--- src/hdl/drive_cfg_pkg.sv ---
// Constants, register map and carrier types for drive reset and mode selection.
// Assumes a single 100 MHz clock and an APB slave holding the configuration.
package drive_cfg_pkg;

  localparam int unsigned CLK_MHZ        = 100;

  // Register byte offsets
  localparam logic [7:0]  OFS_RESET_CFG  = 8'h00;
  localparam logic [7:0]  OFS_XFER_CFG   = 8'h04;
  localparam logic [7:0]  OFS_MWDMA_CFG  = 8'h08;
  localparam logic [7:0]  OFS_CTRL       = 8'h0c;
  localparam logic [7:0]  OFS_STATUS     = 8'h10;

  // Reset configuration fields
  localparam int unsigned BIT_SKIP_PIN   = 0;
  localparam int unsigned BIT_SOFT_RST   = 1;
  localparam logic [1:0]  RESET_CFG_RST  = 2'h2;

  // Transfer configuration, multiword DMA and control fields
  localparam int unsigned PIO_LSB        = 0;
  localparam int unsigned UDMA_LSB       = 2;
  localparam int unsigned BIT_UDMA_RSVD  = 5;
  localparam int unsigned BIT_PKT_UDMA   = 6;
  localparam int unsigned BIT_ATA_UDMA   = 7;
  localparam logic [7:0]  XFER_WR_MASK   = 8'hdf;
  localparam logic [7:0]  XFER_CFG_RST   = 8'h00;
  localparam int unsigned BIT_MWDMA      = 2;
  localparam logic        MWDMA_CFG_RST  = 1'b0;
  localparam int unsigned BIT_INIT_GO    = 0;

  // Status fields
  localparam int unsigned ST_BUSY        = 0;
  localparam int unsigned ST_DONE        = 1;
  localparam int unsigned ST_CONFLICT    = 2;
  localparam int unsigned ST_FIRST       = 3;
  localparam int unsigned ST_KIND_LSB    = 4;
  localparam int unsigned ST_PIO_LSB     = 8;
  localparam int unsigned ST_UDMA_LSB    = 12;

  // Mode numbering
  localparam logic [2:0]  PIO_BASE       = 3'h3;
  localparam logic [2:0]  PIO_DEFAULT    = 3'h0;
  localparam logic [2:0]  UDMA_BASE      = 3'h2;
  localparam int unsigned PIO_BITS       = 2;
  localparam int unsigned UDMA_BITS      = 3;

  // Drive reset pulse and settle time
  localparam int unsigned DRV_RST_NS     = 25000;
  localparam int unsigned DRV_SETTLE_NS  = 2000;
  localparam int unsigned DRV_RST_CYC    = (DRV_RST_NS * CLK_MHZ + 999) / 1000;
  localparam int unsigned DRV_SETTLE_CYC = (DRV_SETTLE_NS * CLK_MHZ) / 1000;
  localparam int unsigned TMR_W          = 12;

  typedef enum logic [2:0] {
    S_IDLE      = 3'b000,
    S_PIN_RST   = 3'b001,
    S_PIN_WAIT  = 3'b010,
    S_SOFT_RST  = 3'b011,
    S_NEGOTIATE = 3'b100
  } init_state_t;

  typedef enum logic [1:0] {
    XFER_PIO   = 2'b00,
    XFER_MWDMA = 2'b01,
    XFER_UDMA  = 2'b10
  } xfer_kind_t;

  // Capabilities reported by the drive's identify data
  typedef struct packed {
    logic                 isPacket;
    logic [PIO_BITS-1:0]  pioSup;
    logic                 mwdmaSup;
    logic [UDMA_BITS-1:0] udmaSup;
  } drive_cap_t;

  typedef struct packed {
    xfer_kind_t kind;
    logic [2:0] pioMode;
    logic [2:0] udmaMode;
  } mode_sel_t;

endpackage : drive_cfg_pkg

--- src/hdl/mode_pick.sv ---
// Picks the highest set bit of enable AND support.
// Assumes both masks come from logic on the same clock.
`timescale 1ns/1ns
`default_nettype none
module mode_pick #(
  parameter int unsigned N  = 2,
  parameter int unsigned IW = (N > 1) ? $clog2(N) : 1
) (
  input  wire logic [N-1:0]  enMask,
  input  wire logic [N-1:0]  supMask,
  output logic               found,
  output logic [IW-1:0]      idx
);

  logic [N-1:0] usable;

  assign usable = enMask & supMask;

  // Later bits overwrite earlier ones, so the highest usable bit wins
  always_comb begin
    found = 1'b0;
    idx   = '0;
    for (int i = 0; i < N; i++) begin
      if (usable[i]) begin
        found = 1'b1;
        idx   = IW'(i);
      end
    end
  end

endmodule : mode_pick
`default_nettype wire

--- src/hdl/cycle_timer.sv ---
// Down counter that pulses expired once, count cycles after load.
// Assumes load is a one-cycle pulse from logic on mclk.
`timescale 1ns/1ns
`default_nettype none
module cycle_timer #(
  parameter int unsigned W = 12
) (
  input  wire logic         mclk,
  input  wire logic         srst,
  input  wire logic         load,
  input  wire logic [W-1:0] count,
  output logic              expired
);

  logic [W-1:0] cnt_q;
  logic         run_q;

  always_ff @(posedge mclk) begin
    if (srst) begin
      cnt_q   <= '0;
      run_q   <= 1'b0;
      expired <= 1'b0;
    end else if (load) begin
      cnt_q   <= count;
      run_q   <= 1'b1;
      expired <= 1'b0;
    end else if (run_q && cnt_q <= W'(1)) begin
      run_q   <= 1'b0;
      expired <= 1'b1;
    end else begin
      cnt_q   <= run_q ? cnt_q - W'(1) : cnt_q;
      expired <= 1'b0;
    end
  end

endmodule : cycle_timer
`default_nettype wire

--- src/hdl/drive_mode_reset.sv ---
// Drive reset sequencing and transfer mode selection with an APB register file.
// Assumes drive capabilities and the soft reset handshake come from
// logic on mclk; the drive reset pin is driven straight from a flop.
//
// The address map and the APB interface to the registers were decided locally.
`timescale 1ns/1ns
`default_nettype none
module drive_mode_reset (
  input  wire logic                     mclk,
  input  wire logic                     srst,
  // APB slave
  input  wire logic                     psel,
  input  wire logic                     penable,
  input  wire logic                     pwrite,
  input  wire logic [7:0]               paddr,
  input  wire logic [31:0]              pwdata,
  output logic      [31:0]              prdata,
  output logic                          pready,
  output logic                          pslverr,
  // Bridge side
  input  wire logic                     initReq,
  input  wire drive_cfg_pkg::drive_cap_t driveCap,
  input  wire logic                     driveCapValid,
  input  wire logic                     softResetDone,
  output logic                          softResetReq,
  output logic                          driveResetN,
  output drive_cfg_pkg::mode_sel_t      modeSel,
  output logic                          modeValid
);
  import drive_cfg_pkg::*;

  // Configuration state
  logic [1:0]       resetCfg_q;
  logic [7:0]       xferCfg_q;
  logic             mwdmaEn_q;

  // Sequencer state
  init_state_t      state_q;
  logic             firstInit_q;
  logic             startPend_q;
  logic             initDone_q;
  logic             driveResetN_q;
  logic             softResetReq_q;
  mode_sel_t        modeSel_q;
  logic             modeValid_q;
  logic [31:0]      prdata_q;

  // Bus decode
  logic             apbAccess;
  logic             apbSetup;
  logic             addrHit;
  logic             wrReset;
  logic             wrXfer;
  logic             wrMwdma;
  logic             wrCtrl;
  logic             startSet;
  logic [31:0]      rdMux;

  // Mode selection
  logic             pioFound;
  logic             pioIdx;
  logic             udmaFound;
  logic [1:0]       udmaIdx;
  logic             udmaAllowed;
  logic             mwdmaUse;
  mode_sel_t        modeNext;
  logic             cfgConflict;

  // Timer
  logic             timerLoad;
  logic [TMR_W-1:0] timerCount;
  logic             timerExpired;

  // ------------------------------------------------------------------
  // APB slave: zero wait states, error on unmapped offsets
  // ------------------------------------------------------------------
  assign apbSetup  = psel & ~penable;
  assign apbAccess = psel & penable;

  always_comb begin
    case (paddr)
      OFS_RESET_CFG,
      OFS_XFER_CFG,
      OFS_MWDMA_CFG,
      OFS_CTRL,
      OFS_STATUS: addrHit = 1'b1;
      default:    addrHit = 1'b0;
    endcase
  end

  assign pready  = 1'b1;
  assign pslverr = apbAccess & ~addrHit;

  assign wrReset = apbAccess & pwrite & (paddr == OFS_RESET_CFG);
  assign wrXfer  = apbAccess & pwrite & (paddr == OFS_XFER_CFG);
  assign wrMwdma = apbAccess & pwrite & (paddr == OFS_MWDMA_CFG);
  assign wrCtrl  = apbAccess & pwrite & (paddr == OFS_CTRL);

  // Software start and the bridge's own request share one pending flag
  assign startSet = (wrCtrl & pwdata[BIT_INIT_GO]) | initReq;

  always_ff @(posedge mclk) begin
    if (srst) begin
      resetCfg_q <= RESET_CFG_RST;
    end else if (wrReset) begin
      resetCfg_q <= pwdata[1:0];
    end
  end

  // Reserved bit 5 is masked so it always reads back zero
  always_ff @(posedge mclk) begin
    if (srst) begin
      xferCfg_q <= XFER_CFG_RST;
    end else if (wrXfer) begin
      xferCfg_q <= pwdata[7:0] & XFER_WR_MASK;
    end
  end

  always_ff @(posedge mclk) begin
    if (srst) begin
      mwdmaEn_q <= MWDMA_CFG_RST;
    end else if (wrMwdma) begin
      mwdmaEn_q <= pwdata[BIT_MWDMA];
    end
  end

  always_comb begin
    rdMux = 32'h0000_0000;
    case (paddr)
      OFS_RESET_CFG: rdMux[1:0] = resetCfg_q;
      OFS_XFER_CFG:  rdMux[7:0] = xferCfg_q;
      OFS_MWDMA_CFG: rdMux[BIT_MWDMA] = mwdmaEn_q;
      OFS_STATUS: begin
        rdMux[ST_BUSY]                   = (state_q != S_IDLE);
        rdMux[ST_DONE]                   = initDone_q;
        rdMux[ST_CONFLICT]               = cfgConflict;
        rdMux[ST_FIRST]                  = firstInit_q;
        rdMux[ST_KIND_LSB +: 2]          = modeSel_q.kind;
        rdMux[ST_PIO_LSB +: 3]           = modeSel_q.pioMode;
        rdMux[ST_UDMA_LSB +: 3]          = modeSel_q.udmaMode;
      end
      default:       rdMux = 32'h0000_0000;
    endcase
  end

  // Read data is captured in the setup cycle so it is a flop output
  // throughout the access cycle
  always_ff @(posedge mclk) begin
    if (srst) begin
      prdata_q <= 32'h0000_0000;
    end else if (apbSetup && !pwrite) begin
      prdata_q <= rdMux;
    end
  end

  assign prdata = prdata_q;

  // ------------------------------------------------------------------
  // Mode selection
  // ------------------------------------------------------------------
  mode_pick #(
    .N       (PIO_BITS)
  ) u_pio_pick (
    .enMask  (xferCfg_q[PIO_LSB +: PIO_BITS]),
    .supMask (driveCap.pioSup),
    .found   (pioFound),
    .idx     (pioIdx)
  );

  mode_pick #(
    .N       (UDMA_BITS)
  ) u_udma_pick (
    .enMask  (xferCfg_q[UDMA_LSB +: UDMA_BITS]),
    .supMask (driveCap.udmaSup),
    .found   (udmaFound),
    .idx     (udmaIdx)
  );

  // Ultra DMA enable is chosen by drive type
  assign udmaAllowed = driveCap.isPacket ? xferCfg_q[BIT_PKT_UDMA]
                                         : xferCfg_q[BIT_ATA_UDMA];
  assign mwdmaUse    = mwdmaEn_q & driveCap.mwdmaSup;

  always_comb begin
    modeNext          = '0;
    modeNext.kind     = XFER_PIO;
    // Mode 0 is the floor when no faster mode matches
    modeNext.pioMode  = pioFound ? PIO_BASE + {2'b00, pioIdx} : PIO_DEFAULT;
    modeNext.udmaMode = udmaFound ? UDMA_BASE + {1'b0, udmaIdx} : 3'h0;
    if (udmaAllowed && udmaFound) begin
      modeNext.kind = XFER_UDMA;
    end else if (mwdmaUse) begin
      modeNext.kind = XFER_MWDMA;
    end else begin
      modeNext.kind = XFER_PIO;
    end
  end

  // Flag only: such a setting leaves every init after the first without any reset
  assign cfgConflict = ~resetCfg_q[BIT_SOFT_RST] & resetCfg_q[BIT_SKIP_PIN];

  // ------------------------------------------------------------------
  // Initialization sequencer
  // ------------------------------------------------------------------
  cycle_timer #(
    .W       (TMR_W)
  ) u_timer (
    .mclk    (mclk),
    .srst    (srst),
    .load    (timerLoad),
    .count   (timerCount),
    .expired (timerExpired)
  );

  always_comb begin
    timerLoad  = 1'b0;
    timerCount = TMR_W'(DRV_RST_CYC);
    case (state_q)
      S_IDLE: begin
        timerLoad  = (firstInit_q | startPend_q) &
                     (firstInit_q | ~resetCfg_q[BIT_SKIP_PIN]);
        // One short: releasing the pin costs an edge after expiry
        timerCount = TMR_W'(DRV_RST_CYC - 1);
      end
      S_PIN_RST: begin
        timerLoad  = timerExpired;
        timerCount = TMR_W'(DRV_SETTLE_CYC);
      end
      default: begin
        timerLoad  = 1'b0;
        timerCount = TMR_W'(DRV_RST_CYC);
      end
    endcase
  end

  always_ff @(posedge mclk) begin
    if (srst) begin
      state_q <= S_IDLE;
    end else begin
      case (state_q)
        S_IDLE: begin
          if (firstInit_q || startPend_q) begin
            // The pin reset is always used after chip reset
            if (firstInit_q || !resetCfg_q[BIT_SKIP_PIN]) begin
              state_q <= S_PIN_RST;
            end else if (resetCfg_q[BIT_SOFT_RST]) begin
              state_q <= S_SOFT_RST;
            end else begin
              state_q <= S_NEGOTIATE;
            end
          end
        end
        S_PIN_RST: begin
          if (timerExpired) begin
            state_q <= S_PIN_WAIT;
          end
        end
        S_PIN_WAIT: begin
          if (timerExpired) begin
            state_q <= resetCfg_q[BIT_SOFT_RST] ? S_SOFT_RST : S_NEGOTIATE;
          end
        end
        S_SOFT_RST: begin
          if (softResetDone) begin
            state_q <= S_NEGOTIATE;
          end
        end
        S_NEGOTIATE: begin
          if (driveCapValid) begin
            state_q <= S_IDLE;
          end
        end
        default: state_q <= S_IDLE;
      endcase
    end
  end

  // Power-up marker: cleared once the first pin reset has been run
  always_ff @(posedge mclk) begin
    if (srst) begin
      firstInit_q <= 1'b1;
    end else if (state_q == S_PIN_WAIT && timerExpired) begin
      firstInit_q <= 1'b0;
    end
  end

  // A request during a running sequence is kept and served after it;
  // a new request wins over the clear in the same cycle
  always_ff @(posedge mclk) begin
    if (srst) begin
      startPend_q <= 1'b0;
    end else if (startSet) begin
      startPend_q <= 1'b1;
    end else if (state_q == S_IDLE) begin
      startPend_q <= 1'b0;
    end
  end

  always_ff @(posedge mclk) begin
    if (srst) begin
      driveResetN_q <= 1'b1;
    end else if (timerLoad && state_q == S_IDLE) begin
      driveResetN_q <= 1'b0;
    end else if (state_q == S_PIN_RST && timerExpired) begin
      driveResetN_q <= 1'b1;
    end
  end

  always_ff @(posedge mclk) begin
    if (srst) begin
      softResetReq_q <= 1'b0;
    end else if (state_q == S_SOFT_RST) begin
      softResetReq_q <= ~softResetDone;
    end else if (state_q == S_PIN_WAIT && timerExpired) begin
      softResetReq_q <= resetCfg_q[BIT_SOFT_RST];
    end else if (state_q == S_IDLE && (firstInit_q || startPend_q) &&
                 !firstInit_q && resetCfg_q[BIT_SKIP_PIN]) begin
      softResetReq_q <= resetCfg_q[BIT_SOFT_RST];
    end else begin
      softResetReq_q <= 1'b0;
    end
  end

  // Modes are withdrawn while a reset sequence runs
  always_ff @(posedge mclk) begin
    if (srst) begin
      modeSel_q   <= '0;
      modeValid_q <= 1'b0;
      initDone_q  <= 1'b0;
    end else if (state_q == S_NEGOTIATE && driveCapValid) begin
      modeSel_q   <= modeNext;
      modeValid_q <= 1'b1;
      initDone_q  <= 1'b1;
    end else if (state_q == S_IDLE && (firstInit_q || startPend_q)) begin
      modeValid_q <= 1'b0;
      initDone_q  <= 1'b0;
    end
  end

  assign driveResetN  = driveResetN_q;
  assign softResetReq = softResetReq_q;
  assign modeSel      = modeSel_q;
  assign modeValid    = modeValid_q;

endmodule : drive_mode_reset
`default_nettype wire

--- config.mk ---
export PLATFORM = sky130hd
export DESIGN_NAME = drive_mode_reset
export DESIGN_NICKNAME = d
export VERILOG_FILES = /design/src/hdl/drive_cfg_pkg.sv /design/src/hdl/mode_pick.sv /design/src/hdl/cycle_timer.sv /design/src/hdl/drive_mode_reset.sv
export SDC_FILE = /design/constraint.sdc
export NUM_CORES = 1
export LEC_CHECK = 0
export ABC_AREA = 1
export BUFFER_PORTS_ARGS = -buffer_cell sky130_fd_sc_hd__buf_4
export CAP_MARGIN = 20
export CORE_ASPECT_RATIO = 1.4
export CORE_MARGIN = 3
export CORE_UTILIZATION = 49
export DETAILED_ROUTE_END_ITERATION = 16
export MAX_ROUTING_LAYER = met4
export PLACE_DENSITY = 0.79
export SLEW_MARGIN = 5
export SYNTH_ARGS = -nofsm -noshare
export SYNTH_HDL_FRONTEND = slang
export SYNTH_SLANG_ARGS = --single-unit
--- constraint.sdc ---
create_clock -name mclk -period 2.4 [get_ports mclk]
set_input_delay 0.12 -clock mclk [delete_from_list [all_inputs] [get_ports mclk]]
set_output_delay 0.12 -clock mclk [all_outputs]
set_load 0.01 [all_outputs]
==> metrics.yaml, run 1 <==
critical_path:
  critical_path_class: "flop to flop"
  endpoint_kind: "flop"
  crit_arrival_ps: 1830
  cp.required_ps: 2590
  critPathLaunchType: "flop"
  r2r_setup_slack_ps: 750
  critPathCapture: "u_timer.cnt_q[7]"
  reg2reg_to: "u_timer.cnt_q[7]"
  regToRegStartpoint: "u_timer.cnt_q[0]"
  rr_worst_depth: 10
  startpoint: "u_timer.cnt_q[0]"
  crit_path_max_fanout: 9
floorplan:
  die_width_um: 69.9
  die_h_um: 95.4
  start_util_pct: 52.3
  dieArea_sq_um: 6670
  pin_count: 100
  std_cell_rows: 31
  coreArea_sq_um: 5350
logic_synthesis:
  syn_area_sq_um: 2800
  synthMuxAreaShare_pct: 0
  ys_async_sr_fraction_pct: 0
  synth-edff-count: 0
  yosysSeqAreaShare_pct: 37.2
  syn_avg_cell_area_sq_um: 6.93
  synth.ff_latch_count: 52
  ys.flop_type: "dfxtp_1"
  synth-compound-area-share_pct: 15.1
  synth_cells: 404
  synth_simple_gate_area_share_pct: 32.4
  synthAdderAreaFrac_pct: 0.894
  synth_top_family_by_area: "simple AND/OR/NAND/NOR gates"
  synth_xor_area_share_pct: 0.626
  synth_warnings: 0
  yosysUniqueCellTypes: 38
global_route:
  antenna_found_initial: 0
  grt_first_pass_wirelength_mm: 11.3
  grt_max_degree: 31
  first_global_vias: 2612
  grt.total_usage_pct: 21.5
  grt-ovfl-total: 0
cts:
  hold_buffers: 0
  cts-root-buf: "clkbuf_8"
  clkSinkCount: 52
  post_cts.repair.setup_buffers: 0
  cts_buffers: 5
  clk_pin_slew_ps: 90
  cts_tree: "yes"
  post_cts_resized: 0
  cts_max_path_buffers: 2
  htreeDepth: 2
  insertion_delay_ps: 300
power:
  ir_drop_v: 0.000499
  p_per_area_nw_per_um2: 858
  power_leakage_nw: 1.52
place:
  hpwl_mm: 5.20
  routabilityCongestion: 0.885
  dp_worst_setup_slack_ps: 766
  io_buffer_count: 55
timing:
  finClkSkew_ps: 9.74
  finalCritPeriodShare_pct: 68.7
  tightest_slew_ps: 843
  finalSetupViolCount: 0
  rsz0062_at_grt: "no"
  fin_crit_ps: 1650
  slew_violations: 0
  hold_viol_final: 0
  setup_ws_ps: 751
  slew-limit-headroom_pct: 43.7
  tns_ps: 0
  fmax_mhz: 606
finish:
  drive_above_1_share_pct: 22.0
  syn_to_final_growth_pct: 16.4
  regArea_sq_um: 1040
  nFillCells: 511
  final_nets: 512
  diodes: 0
  final_common_cell: "nand2_1"
  final_cell_mix: "nand2_1, buf_4, nor2_1"
  multi_input_area_sq_um: 1450
route:
  via_count: 2648
  first_pass_iters: 4
  wirelength_mm: 6.58
  via_per_inst: 5.08
  drt_iter0_drc: 149
  post-route-drc-count: 0
  wl_per_cell_um: 12.6
  ant_nets: 0
status:
  status: "finished clean"
job:
  drv_cap: 0
hold_path:
  worst_hold_path_type: "primary input to flop"
  worstHoldPathCells: 3
-- sequential cells by signal (all words and copies together), names as in the netlist --
| signal | count |
|---|---|
| u_timer.run_q | 1 |
| modeSel | 7 |
| startPend_q | 1 |
| softResetReq | 1 |
| modeValid | 1 |
| driveResetN | 1 |
| mwdmaEn_q | 1 |
| resetCfg_q | 2 |
| u_timer.cnt_q | 12 |
| state_q | 3 |
| firstInit_q | 1 |
| u_timer.expired | 1 |
| prdata | 13 |
| xferCfg_q | 7 |
-- worst min path at each step --
stage                   start            end  slack, ps
floorplan           pwdata[1]  resetCfg_q[1]        250
global placement    pwdata[1]  resetCfg_q[1]        370
detailed placement  pwdata[1]  resetCfg_q[1]        370
CTS                 pwdata[1]  resetCfg_q[1]         50
global route        pwdata[1]  resetCfg_q[1]         50
finish              pwdata[1]  resetCfg_q[1]         60
-- Yosys cell counts (4+ instances only) --
master     n  area (sq um)
dfxtp_1   52          1040
a21oi_1   28           140
nor3_1     6          30.0
nand2_1   74           278
nand4_1    5          31.3
o21ai_0   29           145
inv_2      7          26.3
nor2_2     5          31.3
nand2_2    5          31.3
inv_1     40           150
a21oi_2    6          52.6
buf_4     21           158
nor2_4     4          45.0
clkbuf_1   4          15.0
nor2_1    54           203
nand3_1   31           155
-- metal layers --
layer  up-vias  global-route usage, %  share of wire, %
met5         -                      -                 0
met4         0                   9.90               2.5
met3        13                   5.17               7.0
met1      1184                   21.9                39
li1       1363                      -                 -
met2        88                   39.0                52
-- cell families (layout without fill, tap and decap cells) --
| family | Yosys count | after routing |
|---|---|---|
| flip-flops | 52 | 52 |
| adder cells (fa/ha/maj) | 2 | 2 |
| AND/OR/NAND/NOR | 193 | 193 |
| buffers and inverters | 78 | 112 |
| XOR/XNOR | 2 | 2 |
| AO/OA/AOI/OAI | 75 | 75 |
| other | 2 | 19 |
-- power by group --
group / switching, W / internal, W / leakage [nW]
Clock: 0.000279 / 0.000198 / 0.0400
Combinational: 0.000792 / 0.000443 / 1.06
Sequential: 0.000111 / 0.000974 / 0.424
Total: 0.00118 / 0.00162 / 1.52
-- worst max-delay path, stage by stage, from the launching register on --
cell      delay [ps]
dfxtp_1          390
inv_1             80
ha_1             250
nand2_1          130
nand2_1           80
nand2_1          130
nand2_2           90
nand2_4          120
clkinv_2         130
nand2_1           90
a21oi_2           50
-- stage by stage --
stage | std cells | utilization [%] | power, W | hold WS, ps | area, sq um
3_3_place_gp | 514 | 59.4 | 0.00231 | 373 | 3180
3_5_place_dp | 514 | 59.4 | 0.00234 | 375 | 3180
6_report | 521 | 60.9 | 0.00280 | 55.3 | 3260
4_1_cts | 521 | 60.9 | 0.00282 | 53.7 | 3260
2_1_floorplan | 421 | - | 0.00207 | 250 | 2860
5_1_grt | 521 | 60.9 | 0.00307 | 49.4 | 3260
-- layout make-up --
| class | instances | area share [%] |
|---|---|---|
| Clock buffer | 5 | 2.11 |
| Clock inverter | 2 | 0.384 |
| Inverter | 49 | 5.68 |
| Multi-Input combinational cell | 291 | 44.5 |
| Sequential cell | 52 | 31.9 |
| Tap cell | 66 | 2.53 |
| Timing Repair Buffer | 56 | 12.9 |
Power figures use the tool's default switching activity.
==> run 2: changes to the inputs <==
Clock period 2.4 ns to 1.62 ns, I/O delays scaled along.
==> run 2 against run 1 <==
Sequential power grew 49%. Critical path depth is the same. Die area is the same. Routed wire length grew 4.9%. Clock-buffer cell count is the same. Maximum frequency grew 11%. Worst setup slack lost 620 ps. Design area grew 3.3%. Power grew 62%. First-iteration DRC count shrank 25%. Clock skew shrank 2.4 ps. Largest cell class unchanged. Largest power group unchanged.
==> metrics.yaml, run 2 (synthesis results as in run 1) <==
place:
  placed_area_sq_um: 3220
  routabilityCongestion: 0.877
  hpwl_mm: 5.39
  io_buffer_count: 55
hold_path:
  min_from: "pwdata[1]"
  hold_path_end: "resetCfg_q[1]"
  worst_hold_path_type: "primary input to flop"
  worstHoldPathCells: 3
finish:
  final_nets: 519
  syn_to_final_growth_pct: 20.3
  final_cell_mix: "nand2_1, buf_4, nor2_1"
  drive_above_1_share_pct: 23.6
  largest_reg_flops: 13
  design_area_sq_um: 3370
  final_common_cell: "nand2_1"
  multi_input_area_sq_um: 1460
  nFillCells: 499
  diodes: 0
  regArea_sq_um: 1040
critical_path:
  critical_path_class: "flop to flop"
  cp_slowest_cell: "dfxtp_2"
  endpoint_kind: "flop"
  rr_worst_depth: 10
  crit_arrival_ps: 1690
  critical_path_buf_inv_count: 1
  regToRegStartpoint: "u_timer.cnt_q[0]"
  crit_path_max_fanout: 5
  critical-path-top-delay-family: "simple AND/OR/NAND/NOR gates"
  cp.required_ps: 1820
  cp_cell_sequence: "inv_1, ha_1, nand2_1, nand2_1, nand2_2, nand2_4, nand2_4, nand2_2, nor2_1, nor2_1"
  reg2reg_to: "u_timer.cnt_q[8]"
  r2r_setup_slack_ps: 130
  crit_path_max_incr_delay_ps: 360
  critPathLaunchType: "flop"
cts:
  clkSinkCount: 52
  cts_buffers: 5
  clk_pin_slew_ps: 90
  insertion_delay_ps: 300
  cts-root-buf: "clkbuf_8"
  post_cts_resized: 0
  htreeDepth: 2
  post_cts.repair.setup_buffers: 0
  hold_buffers: 0
  cts_tree: "yes"
  cts_max_path_buffers: 2
timing:
  tns_ps: 0
  rsz0062_at_grt: "no"
  fin_crit_ps: 1490
  finClkSkew_ps: 7.38
  finalSetupViolCount: 0
  fmax_mhz: 672
  finalCritPeriodShare_pct: 91.8
  slew_violations: 0
  hold_viol_final: 0
power:
  p_per_area_nw_per_um2: 1350
  ir_drop_v: 0.00116
  power_leakage_nw: 1.59
floorplan:
  std_cell_rows: 31
  die_h_um: 95.4
  coreArea_sq_um: 5350
  dieArea_sq_um: 6670
  pin_count: 100
  die_width_um: 69.9
  start_util_pct: 52.3
route:
  drt_iter0_drc: 112
  ant_nets: 0
  via_count: 2685
  wirelength_mm: 6.90
  via_per_inst: 5.09
  wl_per_cell_um: 13.1
  first_pass_iters: 4
  post-route-drc-count: 0
global_route:
  grt-ovfl-total: 0
  antenna_found_initial: 0
  grt_first_pass_wirelength_mm: 11.6
  first_global_vias: 2580
  grt.total_usage_pct: 22.0
  grt_max_degree: 31
status:
  status: "finished clean"
job:
  drv_cap: 0
==> run 2: cell count changes in the layout (fill, tap and decap cells not counted), sizes merged <==
cell / delta
nand2: +1
buf: +6
inv: +1
bufinv: +2
clkinvlp: -1
clkinv: -2
==> run 2: report_power, final <==
group / switching [W] / internal [W]
registers: 0.000169 / 0.00145
logic: 0.00121 / 0.000692
clock network: 0.000424 / 0.000608
==> run 2: routing by layer <==
layer	wire length [um]	share of wire, %	track usage [%]
met1	2730	40	23.8
met2	3640	53	39.7
met3	390	5.6	4.43
met4	144	2.1	7.99
met5	0	0	-
==> run 2: cell type report <==
class,count,share of cell area [%]
multi-input cells,292,43.4
flip-flops and latches,52,30.9
repair buffers,62,13.8
inverters,49,5.53
well taps,66,2.45
clock buffers,5,2.04
clock inverters,2,1.78
==> run 2: worst reg2reg max path: stages (launching register included) <==
cell and delay [ps]:
dfxtp_2 360, inv_1 60, ha_1 220, nand2_1 110, nand2_1 80, nand2_2 120, nand2_4 80, nand2_4 120
nand2_2 90, nor2_1 110, nor2_1 50
==> run 2: worst max-delay path by stage <==
| stage | start | end | slack, ps | cells after the start |
|---|---|---|---|---|
| 3_3_place_gp | u_timer.cnt_q[0] | u_timer.cnt_q[3] | 130 | 10 |
| 6_report | u_timer.cnt_q[0] | u_timer.cnt_q[8] | 130 | 10 |
| 5_1_grt | u_timer.cnt_q[0] | u_timer.cnt_q[1] | 30 | 10 |
| 3_5_place_dp | u_timer.cnt_q[0] | u_timer.cnt_q[6] | 50 | 10 |
| 4_1_cts | u_timer.cnt_q[0] | u_timer.cnt_q[7] | 30 | 10 |
| 2_1_floorplan | u_timer.cnt_q[0] | u_timer.cnt_q[3] | 200 | 10 |
==> run 2: through the flow <==
step / instances / hold WS, ps / utilization (%) / total power, W / setup WS (ps)
after floorplan: 421 / 211 / - / 0.00307 / 203
after global placement: 520 / 335 / 60.2 / 0.00343 / 127
after detailed placement: 520 / 337 / 60.2 / 0.00347 / 54.1
after CTS: 527 / 21.1 / 62.6 / 0.00450 / 31.4
after global routing: 528 / 16.5 / 62.9 / 0.00493 / 33.2
final: 528 / 17.4 / 62.9 / 0.00455 / 133
==> run 3: changes to the inputs <==
Settings changed: RECOVER_POWER set to 25.
==> run 3 against run 2 <==
Critical path depth stayed put. Design area fell by 2.3%. Worst setup slack about the same. Clock power about the same. Largest cell class unchanged. Clock-buffer cell count unchanged. Utilization fell by 1.4 points. Power shrank 0.38%. Via count decreased by 0.26%. Clock skew barely moved. Maximum frequency hardly changed.
==> metrics.yaml, run 3 (synthesis results as in run 1) <==
floorplan:
  dieArea_sq_um: 6670
  start_util_pct: 52.3
  die_width_um: 69.9
  std_cell_rows: 31
  pin_count: 100
  die_h_um: 95.4
  coreArea_sq_um: 5350
finish:
  drive_above_1_share_pct: 19.7
  regArea_sq_um: 1040
  multi_input_area_sq_um: 1440
  stdcell_count: 528
  final_common_cell: "nand2_1"
  diodes: 0
  nFillCells: 516
  largest_reg_flops: 13
  final_nets: 519
  syn_to_final_growth_pct: 17.6
  final_cell_mix: "nand2_1, nor2_1, dfxtp_1"
critical_path:
  crit_arrival_ps: 1690
  critical_path_buf_inv_count: 1
  critPathLaunchType: "flop"
  critical-path-top-delay-family: "simple AND/OR/NAND/NOR gates"
  cp_cell_sequence: "inv_1, ha_1, nand2_1, nand2_1, nand2_2, nand2_4, nand2_4, nand2_2, nor2_1, nor2_1"
  cp_slowest_cell: "dfxtp_2"
  critical_path_class: "flop to flop"
  crit_path_max_incr_delay_ps: 360
  endpoint_kind: "flop"
  crit_path_max_fanout: 5
  cp.required_ps: 1820
status:
  status: "finished clean"
timing:
  hold_viol_final: 0
  slew_violations: 0
  fin_crit_ps: 1490
  finalCritPeriodShare_pct: 91.8
  finClkSkew_ps: 7.47
  fmax_mhz: 672
  finalSetupViolCount: 0
  tns_ps: 0
  holdWs_ps: 19.4
  rsz0062_at_grt: "no"
power:
  p_sw_share_pct: 39.8
  p_sw_w: 0.00180
  power_leakage_nw: 1.52
  p_seq_share_pct: 35.6
  p_comb_share_pct: 41.5
  ir_drop_v: 0.00116
  clkPwrFrac_pct: 22.8
  internal_power_w: 0.00273
  p_per_area_nw_per_um2: 1380
cts:
  cts_buffers: 5
  cts_max_path_buffers: 2
  cts_tree: "yes"
  hold_buffers: 0
  cts-root-buf: "clkbuf_8"
  post_cts.repair.setup_buffers: 0
  clk_pin_slew_ps: 90
  insertion_delay_ps: 300
  post_cts_resized: 0
  htreeDepth: 2
  clkSinkCount: 52
place:
  placed_cells: 520
  io_buffer_count: 55
  routabilityCongestion: 0.877
  hpwl_mm: 5.39
route:
  post-route-drc-count: 0
  drt_iter0_drc: 100
  wl_per_cell_um: 13.2
  via_per_inst: 5.07
  first_pass_iters: 5
  wirelength_mm: 6.96
  via_count: 2678
  ant_nets: 0
job:
  drv_cap: 0
global_route:
  first_global_vias: 2580
  grt_first_pass_wirelength_mm: 11.6
  grt_max_degree: 31
  grt-ovfl-total: 0
  antenna_found_initial: 0
  grt.total_usage_pct: 22.0
hold_path:
  worst_hold_path_type: "primary input to flop"
[run 3: changes by cell type in the layout (fill, tap and decap cells not counted)]
cell / before / now
nand3_1: 31 / 32
clkbuf_4: 0 / 1
nor2_1: 54 / 55
clkbuf_1: 0 / 14
nor3_1: 5 / 7
nor3_2: 3 / 2
buf_4: 62 / 47
nor2_2: 5 / 4
nor3_4: 1 / 0
nand3_2: 1 / 0
[run 3: worst register-to-register path: stages, from the launching register on]
cell     delay [ps]
dfxtp_2         360
inv_1            60
ha_1            220
nand2_1         110
nand2_1          80
nand2_2         120
nand2_4          80
nand2_4         120
nand2_2          90
nor2_1          110
nor2_1           50
[run 3: area by class of cell]
class / instances / share of cell area [%]
clock buffers: 5 / 2.09
clock inverters: 2 / 1.82
inverters: 49 / 5.66
multi-input cells: 292 / 43.7
flip-flops and latches: 52 / 31.6
well taps: 66 / 2.51
repair buffers: 62 / 12.5
[run 3: path summary, 6_finish.rpt]
check,from,end,slack [ps],cells past startpoint
setup / recovery,u_timer.cnt_q[0],u_timer.cnt_q[8],130,10
hold / removal,pwdata[1],resetCfg_q[1],20,3
setup reg to reg,u_timer.cnt_q[0],u_timer.cnt_q[8],130,10
hold reg to reg,xferCfg_q[7],prdata[7],470,2
[run 3: stage by stage]
| step | instance area (sq um) | power, W | util (%) | setup WS [ps] |
|---|---|---|---|---|
| 6_report | 3290 | 0.00453 | 61.5 | 133 |
| 5_1_grt | 3290 | 0.00491 | 61.5 | 33.2 |
| 4_1_cts | 3350 | 0.00450 | 62.6 | 31.4 |
| 3_5_place_dp | 3220 | 0.00347 | 60.2 | 54.1 |
| 3_3_place_gp | 3220 | 0.00343 | 60.2 | 127 |
| 2_1_floorplan | 2860 | 0.00307 | - | 203 |
[run 3: routing by layer]
| layer | vias to the layer above | wire, um | GRT usage, % |
|---|---|---|---|
| li1 | 1382 | - | - |
| met1 | 1203 | 2770 | 23.8 |
| met2 | 82 | 3630 | 39.7 |
| met3 | 11 | 413 | 4.43 |
| met4 | 0 | 141 | 7.99 |
| met5 | - | 0 | - |
[run 3: power groups by stage]
stage          combinational, W  clock, W  sequential (W)
3_5_place_dp            0.00184         0         0.00163
2_1_floorplan           0.00147         0         0.00161
4_1_cts                 0.00185   0.00105         0.00161
3_3_place_gp            0.00180         0         0.00163
5_1_grt                 0.00216   0.00111         0.00164
6_report                0.00188   0.00103         0.00161
